==> config.mk <==
export PLATFORM = sky130hd
export DESIGN_NAME = efs_service
export DESIGN_NICKNAME = d
export VERILOG_FILES = /design/src/efs_fifo_mem.v /design/src/efs_irq_pulse.v /design/src/efs_service.v
export VERILOG_INCLUDE_DIRS = /design/src
export SDC_FILE = /design/constraint.sdc
export NUM_CORES = 1
export LEC_CHECK = 0
export BUFFER_PORTS_ARGS = -buffer_cell sky130_fd_sc_hd__buf_2
export CORE_MARGIN = 2
export CORE_UTILIZATION = 35
export DETAILED_ROUTE_END_ITERATION = 8
export GPL_TIMING_DRIVEN = 0
export PLACE_DENSITY = 0.5
export SETUP_SLACK_MARGIN = 0.15
export SLEW_MARGIN = 20
export SYNTH_ARGS = -nofsm -noshare
export SYNTH_HDL_FRONTEND = slang
export SYNTH_SLANG_ARGS = --single-unit
==> constraint.sdc <==
create_clock -name clk_sys -period 5.03 [get_ports clk_sys]
set_input_delay 1.006 -clock clk_sys [delete_from_list [all_inputs] [get_ports clk_sys]]
set_output_delay 1.006 -clock clk_sys [all_outputs]
set_load 0.01 [all_outputs]
==> src/efs_defs.vh <==
// Constants for the parallel port FIFO service block
`ifndef EFS_DEFS_VH
`define EFS_DEFS_VH
// ----------------------------------------------------------------
// Port modes
// ----------------------------------------------------------------
`define EFS_MODE_STD    3'h0
`define EFS_MODE_BIDIR  3'h1
`define EFS_MODE_FIFO   3'h2
`define EFS_MODE_ECP    3'h3
`define EFS_MODE_RSVD   3'h5
`define EFS_MODE_TEST   3'h6
`define EFS_MODE_CFG    3'h7
// ----------------------------------------------------------------
// Control bit positions and host offsets
// ----------------------------------------------------------------
`define EFS_ECR_DMA_ENABLE_BIT_BIT 3
`define EFS_ECR_MASK_BIT  2
`define EFS_OFS_DATA      11'h0400
`define EFS_OFS_ADDR      11'h0000
// ----------------------------------------------------------------
// FIFO and timing
// ----------------------------------------------------------------
`define EFS_FIFO_DEPTH    5'h10
`define EFS_FIFO_AW       4
`define EFS_BURST_MAX     6'h20
`define EFS_CLK_NS        20
`define EFS_DACK_GAP_NS   350
`define EFS_DACK_GAP_CYC  ((`EFS_DACK_GAP_NS + `EFS_CLK_NS - 1) / `EFS_CLK_NS)
`define EFS_IRQ_PULSE_CYC 4'h4
`define EFS_RLE_MAX       7'h7F
`endif

==> src/efs_fifo_mem.v <==
// Sixteen-byte storage for the port FIFO, registered read data
`timescale 1ns/1ps
`include "efs_defs.vh"
module efs_fifo_mem (
  input  wire                   clk_sys,
  input  wire                   wrEn,
  input  wire [`EFS_FIFO_AW-1:0] wrAddr,
  input  wire [7:0]             wrData,
  input  wire [`EFS_FIFO_AW-1:0] rdAddr,
  output reg  [7:0]             rdData
);
  reg [7:0] mem [0:15];
  // ----------------------------------------------------------------
  // Write and registered read
  // ----------------------------------------------------------------
  always @(posedge clk_sys) begin
    if (wrEn) begin
      mem[wrAddr] <= wrData;
    end
    rdData <= mem[rdAddr];
  end
endmodule

==> src/efs_irq_pulse.v <==
// Short low pulse on the shared interrupt line, then release
`timescale 1ns/1ps
`include "efs_defs.vh"
module efs_irq_pulse (
  input  wire clk_sys,
  input  wire reset,
  input  wire fire,
  output reg  irqOut,
  output reg  irqOe
);
  reg [3:0] cnt;
  // ----------------------------------------------------------------
  // Pulse timer; irqOe low means the line is driven
  // ----------------------------------------------------------------
  always @(posedge clk_sys) begin
    if (reset) begin
      cnt   <= 4'h0;
      irqOe <= 1'b1;
    end else if (fire && cnt == 4'h0) begin
      cnt   <= `EFS_IRQ_PULSE_CYC;
      irqOe <= 1'b0;
    end else if (cnt != 4'h0) begin
      cnt   <= cnt - 4'h1;
      irqOe <= (cnt == 4'h1);
    end
  end
  // Always drive low when enabled; release is done through irqOe
  always @(posedge clk_sys) begin
    irqOut <= 1'b0;
  end
endmodule

==> src/efs_service.v <==
// FIFO service logic: RLE expansion, DMA request pacing, interrupts
//
// Functional notes
// - Run-length count N repeats next byte N+1 times.
// - Control lines open-collector in mode 000 only.
// - Mask set blocks DMA and service interrupts.
// - Clearing mask with condition true interrupts immediately.
// - Interrupt pulses line low, then releases it.
// - Terminal count under DMA interrupts and sets mask.
// - Forward PIO interrupts when free space reaches trigger.
// - Reverse PIO interrupts when fill reaches trigger.
// - Threshold is field plus one; 16 acts as 15.
// - Error interrupt on fault fall, or on enable fall while fault is low.
// - Ack interrupt on rising acknowledge when enabled.
// - FIFO disabled after reset; only FIFO/ECP/test/config modes.
// - DMA acknowledge accesses FIFO regardless of address.
// - Request limited to 32 cycles, then 350ns gap.
// - Reverse DMA requests while FIFO holds data.
// - Last byte drops request on ack or read.
// - Re-request after empty; after TC wait mask clear.
// - Data/test FIFO at 400H, address FIFO at 000H.
// - DMA moves single bytes, ends only on TC.
// - Mode field encodes port modes; 101 reserved.
// - DMA enable bit 3, service mask bit 2.
`timescale 1ns/1ps
`include "efs_defs.vh"
module efs_service (
  input  wire        clk_sys,
  input  wire        reset,
  // Control register image
  input  wire [2:0]  portMode,
  input  wire        direction,
  input  wire [3:0]  fifo_threshold_field,
  input  wire [7:0]  ecrWrData,
  input  wire        ecrWrite,
  input  wire        error_irq_enable_n,
  input  wire        ack_irq_enable,
  // Host programmed I/O
  input  wire [10:0] hostAddr,
  input  wire        hostWr,
  input  wire        hostRd,
  input  wire [7:0]  hostWrData,
  // Host DMA
  input  wire        port_dma_ack_n,
  input  wire        dmaTc,
  // Peripheral side byte stream
  input  wire        periphValid,
  input  wire        periphIsCmd,
  input  wire [7:0]  periphData,
  input  wire        periphPop,
  // Status pins
  input  wire        nFault,
  input  wire        nAck,
  // Outputs
  output reg  [7:0]  hostRdData,
  output reg         dma_enable_bit,
  output reg         service_irq_mask,
  output reg         fifoFull,
  output reg         fifoEmpty,
  output reg         periphReady,
  output reg  [7:0]  periphOutData,
  output reg         periphOutIsCmd,
  output reg         port_dma_request,
  output wire        port_irq_line,
  output wire        port_irq_oe,
  output reg         ctlPushPull
);
  // ----------------------------------------------------------------
  // Decode helpers
  // ----------------------------------------------------------------
  function fifoMode;
    input [2:0] m;
    begin
      // Reserved and EPP codes keep the FIFO held empty
      fifoMode = (m == `EFS_MODE_FIFO) || (m == `EFS_MODE_ECP) ||
                 (m == `EFS_MODE_TEST) || (m == `EFS_MODE_CFG);
    end
  endfunction

  // ----------------------------------------------------------------
  // Input synchronisers for pins
  // ----------------------------------------------------------------
  reg [1:0] dackSync;
  reg [1:0] faultSync;
  reg [1:0] ackSync;
  reg       faultPrev;
  reg       ackPrev;
  reg       errEnPrev;
  always @(posedge clk_sys) begin
    if (reset) begin
      dackSync  <= 2'b11;
      faultSync <= 2'b11;
      ackSync   <= 2'b11;
      faultPrev <= 1'b1;
      ackPrev   <= 1'b1;
      errEnPrev <= 1'b1;
    end else begin
      dackSync  <= {dackSync[0], port_dma_ack_n};
      faultSync <= {faultSync[0], nFault};
      ackSync   <= {ackSync[0], nAck};
      faultPrev <= faultSync[1];
      ackPrev   <= ackSync[1];
      errEnPrev <= error_irq_enable_n;
    end
  end
  wire dackOn = ~dackSync[1];

  // ----------------------------------------------------------------
  // FIFO pointers and occupancy
  // ----------------------------------------------------------------
  reg  [3:0] wrPtr;
  reg  [3:0] rdPtr;
  reg  [4:0] count;
  wire       fifoOn = fifoMode(portMode);
  wire       hostData = (hostAddr == `EFS_OFS_DATA);
  wire       hostAddrF = (hostAddr == `EFS_OFS_ADDR) && !direction;
  wire       dmaXfer = dackOn && dma_enable_bit;
  // Forward: host or DMA fills, peripheral drains; reverse swaps roles
  wire       hostPush = !direction && (hostWr && (hostData || hostAddrF) || dmaXfer);
  wire       hostPop  = direction && (hostRd && hostData || dmaXfer);
  reg        rlePush;
  wire       push = fifoOn && count != `EFS_FIFO_DEPTH &&
                    (hostPush || rlePush);
  wire       pop  = fifoOn && count != 5'h00 &&
                    (hostPop || (!direction && periphPop));
  reg  [7:0] pushData;
  wire [7:0] memRd;
  reg        cmdTag [0:15];

  efs_fifo_mem uMem (
    .clk_sys (clk_sys),
    .wrEn    (push),
    .wrAddr  (wrPtr),
    .wrData  (pushData),
    .rdAddr  (push || pop ? rdPtr + {3'h0, pop} : rdPtr),
    .rdData  (memRd)
  );

  // ----------------------------------------------------------------
  // RLE expansion on reverse data; a count holds the next byte
  // ----------------------------------------------------------------
  reg  [6:0] rleLeft;
  reg  [7:0] rleByte;
  reg        rleArmed;
  reg        rleBusy;
  always @* begin
    rlePush  = direction && (rleBusy || periphValid && !periphIsCmd);
    pushData = direction ? (rleBusy ? rleByte : periphData) : hostWrData;
  end
  always @(posedge clk_sys) begin
    if (reset || !fifoOn) begin
      rleLeft  <= 7'h00;
      rleByte  <= 8'h00;
      rleArmed <= 1'b0;
      rleBusy  <= 1'b0;
    end else if (rleBusy) begin
      if (push) begin
        rleLeft <= rleLeft - 7'h01;
        rleBusy <= (rleLeft != 7'h00);
      end
    end else if (direction && periphValid && periphIsCmd && !periphData[7]) begin
      rleLeft  <= periphData[6:0];
      rleArmed <= 1'b1;
    end else if (rleArmed && periphValid && push) begin
      // First copy stored now; count more remain
      rleByte  <= periphData;
      rleArmed <= 1'b0;
      rleBusy  <= (rleLeft != 7'h00);
      rleLeft  <= rleLeft - 7'h01;
    end
  end
  always @* begin
    periphReady = direction ? (!rleBusy && count != `EFS_FIFO_DEPTH) : 1'b0;
  end

  // ----------------------------------------------------------------
  // Pointers, tags and flags
  // ----------------------------------------------------------------
  always @(posedge clk_sys) begin
    if (reset || !fifoOn) begin
      wrPtr <= 4'h0;
      rdPtr <= 4'h0;
      count <= 5'h00;
    end else begin
      if (push) begin
        wrPtr <= wrPtr + 4'h1;
        cmdTag[wrPtr] <= !direction && hostWr && hostAddrF;
      end
      if (pop) begin
        rdPtr <= rdPtr + 4'h1;
      end
      count <= count + {4'h0, push} - {4'h0, pop};
    end
  end
  always @(posedge clk_sys) begin
    if (reset) begin
      fifoFull       <= 1'b0;
      fifoEmpty      <= 1'b1;
      hostRdData     <= 8'h00;
      periphOutData  <= 8'h00;
      periphOutIsCmd <= 1'b0;
      ctlPushPull    <= 1'b0;
    end else begin
      fifoFull       <= (count == `EFS_FIFO_DEPTH);
      fifoEmpty      <= (count == 5'h00);
      hostRdData     <= memRd;
      periphOutData  <= memRd;
      periphOutIsCmd <= cmdTag[rdPtr];
      ctlPushPull    <= (portMode != `EFS_MODE_STD);
    end
  end

  // ----------------------------------------------------------------
  // Thresholds: trigger = 16 - (field + 1), 16 clamps to 15
  // ----------------------------------------------------------------
  wire [4:0] thrEff  = {1'b0, fifo_threshold_field} + 5'h01;
  wire [4:0] thrUse  = (thrEff == 5'h10) ? 5'h0F : thrEff;
  wire [4:0] free_space_trigger = `EFS_FIFO_DEPTH - thrUse;
  wire [4:0] fill_level_trigger = `EFS_FIFO_DEPTH - thrUse;
  wire [4:0] freeBytes = `EFS_FIFO_DEPTH - count;
  wire       pioCond = !dma_enable_bit && fifoOn &&
                       (direction ? count >= fill_level_trigger
                                  : freeBytes >= free_space_trigger);

  // ----------------------------------------------------------------
  // Control register bits; hardware set beats software clear
  // ----------------------------------------------------------------
  reg  tcSeen;
  wire tcHit = dmaTc && dackOn && dma_enable_bit && !service_irq_mask;
  wire pioHit = pioCond && !service_irq_mask;
  always @(posedge clk_sys) begin
    if (reset) begin
      dma_enable_bit   <= 1'b0;
      service_irq_mask <= 1'b1;
    end else begin
      if (ecrWrite) begin
        dma_enable_bit   <= ecrWrData[`EFS_ECR_DMA_ENABLE_BIT_BIT];
        service_irq_mask <= ecrWrData[`EFS_ECR_MASK_BIT];
      end
      if (tcHit || pioHit) begin
        service_irq_mask <= 1'b1;
      end
    end
  end

  // ----------------------------------------------------------------
  // DMA request pacing: burst limit, gap after ack, TC latch
  // ----------------------------------------------------------------
  localparam ST_IDLE = 3'b001;
  localparam ST_REQ  = 3'b010;
  localparam ST_GAP  = 3'b100;
  reg [2:0] state;
  reg [5:0] burst;
  reg [4:0] gapCnt;
  reg       dackPrev;
  wire      dmaGo = dma_enable_bit && !service_irq_mask && fifoOn && !tcSeen;
  wire      wantReq = direction ? (count > 5'h01 || count == 5'h01 && !dmaXfer)
                                : (count < `EFS_FIFO_DEPTH - 5'h01);
  wire      ackRise = dackOn && !dackPrev;
  always @(posedge clk_sys) begin
    if (reset) begin
      state            <= ST_IDLE;
      burst            <= 6'h00;
      gapCnt           <= 5'h00;
      dackPrev         <= 1'b0;
      tcSeen           <= 1'b0;
      port_dma_request <= 1'b0;
    end else begin
      dackPrev <= dackOn;
      if (tcHit) begin
        tcSeen <= 1'b1;
      end else if (ecrWrite && !ecrWrData[`EFS_ECR_MASK_BIT]) begin
        tcSeen <= 1'b0;
      end
      case (state)
        ST_IDLE: begin
          burst <= 6'h00;
          if (dmaGo && wantReq) begin
            state            <= ST_REQ;
            port_dma_request <= 1'b1;
          end else begin
            port_dma_request <= 1'b0;
          end
        end
        ST_REQ: begin
          if (ackRise) begin
            burst <= burst + 6'h01;
          end
          if (!dmaGo || tcHit || !wantReq) begin
            state            <= ST_IDLE;
            port_dma_request <= 1'b0;
          end else if (ackRise && burst == `EFS_BURST_MAX - 6'h01) begin
            state            <= ST_GAP;
            port_dma_request <= 1'b0;
            gapCnt           <= 5'h00;
          end
        end
        ST_GAP: begin
          port_dma_request <= 1'b0;
          if (dackOn) begin
            gapCnt <= 5'h00;
          end else if (gapCnt == `EFS_DACK_GAP_CYC) begin
            state <= ST_IDLE;
          end else begin
            gapCnt <= gapCnt + 5'h01;
          end
        end
        default: begin
          state            <= ST_IDLE;
          port_dma_request <= 1'b0;
        end
      endcase
    end
  end

  // ----------------------------------------------------------------
  // Error and acknowledge interrupt events
  // ----------------------------------------------------------------
  wire errHit = !error_irq_enable_n &&
                ((faultPrev && !faultSync[1]) ||
                 (errEnPrev && !faultSync[1]));
  wire ackHit = ack_irq_enable && !ackPrev && ackSync[1];
  reg  irqFire;
  always @(posedge clk_sys) begin
    if (reset) begin
      irqFire <= 1'b0;
    end else begin
      irqFire <= tcHit || pioHit || errHit || ackHit;
    end
  end

  efs_irq_pulse uIrq (
    .clk_sys (clk_sys),
    .reset   (reset),
    .fire    (irqFire),
    .irqOut  (port_irq_line),
    .irqOe   (port_irq_oe)
  );
endmodule

==> run summary <==
Avg WL per Cell: 17.4 um
Longest Clk Path Bufs: 3
Overflow after GRT: 0
R2R depth: 13
max_slew headroom: 34.2%
peak per-stage delay on the critical path: 650 ps
TritonRoute pass-1 iters: 4
Core ar.: 28600 um^2
simple logic cell fraction of the synthesized area: 11.9%
Tmin final: 4450 ps
Post-CTS Repair Setup Buffers: 0
Yosys top cell area share: 42.6%
Distinct cells, synth: 69
final worst slack: 576 ps
die width: 174 um
ys flop type: edfxtp_1
setup TNS: 0 ps
Yosys reg bits: 228
Post-synth ARST share: 0%
power per cell area: 365 nW/um^2
Reg2Reg Launch Point: count[1]$_SDFF_PP0_
Ant. Diodes: 0
XOR/XNOR Fraction of Synth Area: 2.07%
post-synthesis compound-gate area fraction: 5.37%
Net Sw Power: 0.000978 W
Min-Delay Path Class: reg2reg
Final Slew Violations: 0
share of cells above drive strength 1: 23.3%
hold endpoint: ackSync[1]$_SDFF_PP1_
Critical Path Most Common Cell: ha_1
worst path required time: 5410 ps
startpoint class of the critical path: register
Synth Instances: 740
CP max stage cell: mux4_1
syn_nets: 838
total number of vias: 6001
Int Pwr: 0.00338 W
status: finished clean
WP data arrival: 4830 ps
Reg2Reg Setup Slack: 580 ps
vias in the first global route: 6082
hold slack: 403 ps
register area: 6010 um^2
clock tree sinks: 228
Post-synth EDFFs: 144
num rows: 62
Cells after DPL: 1199
Nets: 941
top cells by area, synth: edfxtp_1, dfxtp_1, mux4_1, mux4_2, ha_1
final setup vio count: 0
largest net degree at the start of global routing: 17
multi-input logic area: 3860 um^2
Slew @ Worst Pin: 983 ps
HP Start: ackSync[0]$_SDFF_PP1_
CTS buffer count: 26
crit-path leading delay family: multiplexers
Clk Tree Root Cell: clkbuf_16
Reg clk slew, reported paths: 60 ps
# IOs: 83
Initial Util: 35.4%
Antenna Nets Post-Route: 0
I/O Buffers: 73
DRC viols: 0
RSZ-0062 raised after global routing: no
crit-path cells: inv_1 > ha_1 > and2_1 > ha_1 > nor2b_1 > o21ai_0 > a31oi_2 > ha_1 > ha_1 > mux2i_2 > buf_6 > mux4_1 > mux4_2
GRT Util Overall: 14.5%
initial antenna violation count: 0
Ys Warns: 0
clk_skew: 26.3 ps
Mapped Avg Cell Area: 13.7 um^2
Seq pwr share: 47.3%
DP Worst Slack: 283 ps
Hold Buf Count CTS: 0
combinational family with the most area after synthesis: multiplexers
vias per cell: 4.82
Worst Path Max Fanout: 10
Comb power frac: 7.8%
register area share after synthesis: 59.2%
critical path buffer and inverter count: 2
GPL Wtd Cong: 0.726
die area: 30300 um^2
Vert. Die Dim: 174 um
hold path cells: 1
worst IR drop on VDD: 0.245 mV
worst skew pair latency: 540 ps
Fill cells: 2640
commonest non-fill, non-tap cell in the layout: edfxtp_1
post-route insts no fill: 1246
Setup crit end kind: register
crit share post-route: 88.6%
Fmax: 225 MHz
leading area contributor after synthesis: edfxtp_1
most frequent cells in the layout: edfxtp_1, nor2_1, dfxtp_1, buf_2, ha_1
Crit Reg-Reg Endpoint: uMem.rdData[3]$_DFF_P_
drt initial violations: 269
type of the worst setup path: reg2reg
sw frac: 22.4%
routed wire length: 21.7 mm
HPWL Detailed: 15.2 mm
Post-Syn Area: 10100 um^2
TritonCTS clock tree: built
MaxCap Viol Count: 0
Post-CTS Resized: 0
Static Leakage: 4.28 nW
H-tree depth: 1
Synth Area in Adders: 5.13%
final count of hold timing violations: 0
mux contribution to synthesized area: 13.1%
first-pass GRT wire length: 34.4 mm
Layout area overhead: 17.8%
Clock power frac: 44.9%
[layer usage]
layer  track usage (%)  part of all wire, %  wire, um
met4              3.50                  2.2       468
met5                 0                    0         0
met3              2.23                  4.1       896
met2              25.7                   50     10800
met1              18.7                   44      9570
[worst max path at each step]
stage	cells after the start	slack, ps	from	endpoint
after floorplan	9	1100	hostAddr[1]	uMem.rdData[0]$_DFF_P_
after global placement	10	290	hostAddr[7]	uMem.rdData[3]$_DFF_P_
after detailed placement	10	280	hostAddr[7]	uMem.rdData[3]$_DFF_P_
after CTS	13	520	count[1]$_SDFF_PP0_	uMem.rdData[3]$_DFF_P_
after global routing	13	300	count[1]$_SDFF_PP0_	uMem.rdData[3]$_DFF_P_
final	13	580	count[1]$_SDFF_PP0_	uMem.rdData[3]$_DFF_P_
[stage by stage]
step	util [%]	power, W	cell area, um^2
finish	41.7	0.00436	11900
floorplan	-	0.00233	10100
global route	41.7	0.00454	11900
global placement	38.4	0.00244	11000
CTS	41.7	0.00442	11900
detailed placement	38.6	0.00245	11000
[power groups by stage]
stage | logic [W] | registers (W) | clock network (W)
after floorplan | 0.000229 | 0.00210 | 0
after global placement | 0.000340 | 0.00210 | 0
after detailed placement | 0.000346 | 0.00210 | 0
after CTS | 0.000347 | 0.00206 | 0.00201
after global routing | 0.000390 | 0.00207 | 0.00208
final | 0.000342 | 0.00206 | 0.00196
[state kept, by name, summed over array words and instances (netlist names), 3 cells and up]
signal         count
burst              6
rleByte            8
state              3
rdPtr              4
wrPtr              4
rleLeft            7
uIrq.cnt           4
uMem.mem         128
count              5
gapCnt             5
uMem.rdData        8
periphOutData      8
cmdTag            16
[logic make-up after synthesis]
logic type,after synthesis
AND/OR/NAND/NOR,236
flip-flops,228
AO/OA/AOI/OAI,80
multiplexers,68
buffers and inverters,62
adder cells (fa/ha/maj),41
XOR/XNOR,24
other,1
[area by class of cell]
class / count / area share [%]
well taps: 384 / 4.02
plain buffers: 37 / 1.83
clock inverters: 13 / 1.62
flip-flops and latches: 228 / 50.3
inverters: 25 / 0.786
clock buffers: 34 / 5.95
multi-input cells: 450 / 32.3
repair buffers: 75 / 3.18
[synth_stat cells (all sizes together) (5+ instances only)]
master and count:
nand2 31, clkbuf 12, edfxtp 144, inv 25, xor2 15, nor3 9
ha 40, or2 12, nand3 9, xnor2 9, o21ai 12, nor2b 18
a31oi 5, dfxtp 84, nand2b 14, a211oi 5, mux4 45, and2 5
nand4 10, mux2i 22, a21oi 30, buf 25, nor2 106, o22ai 6
Note: power is estimated with default switching activity, not from simulation.
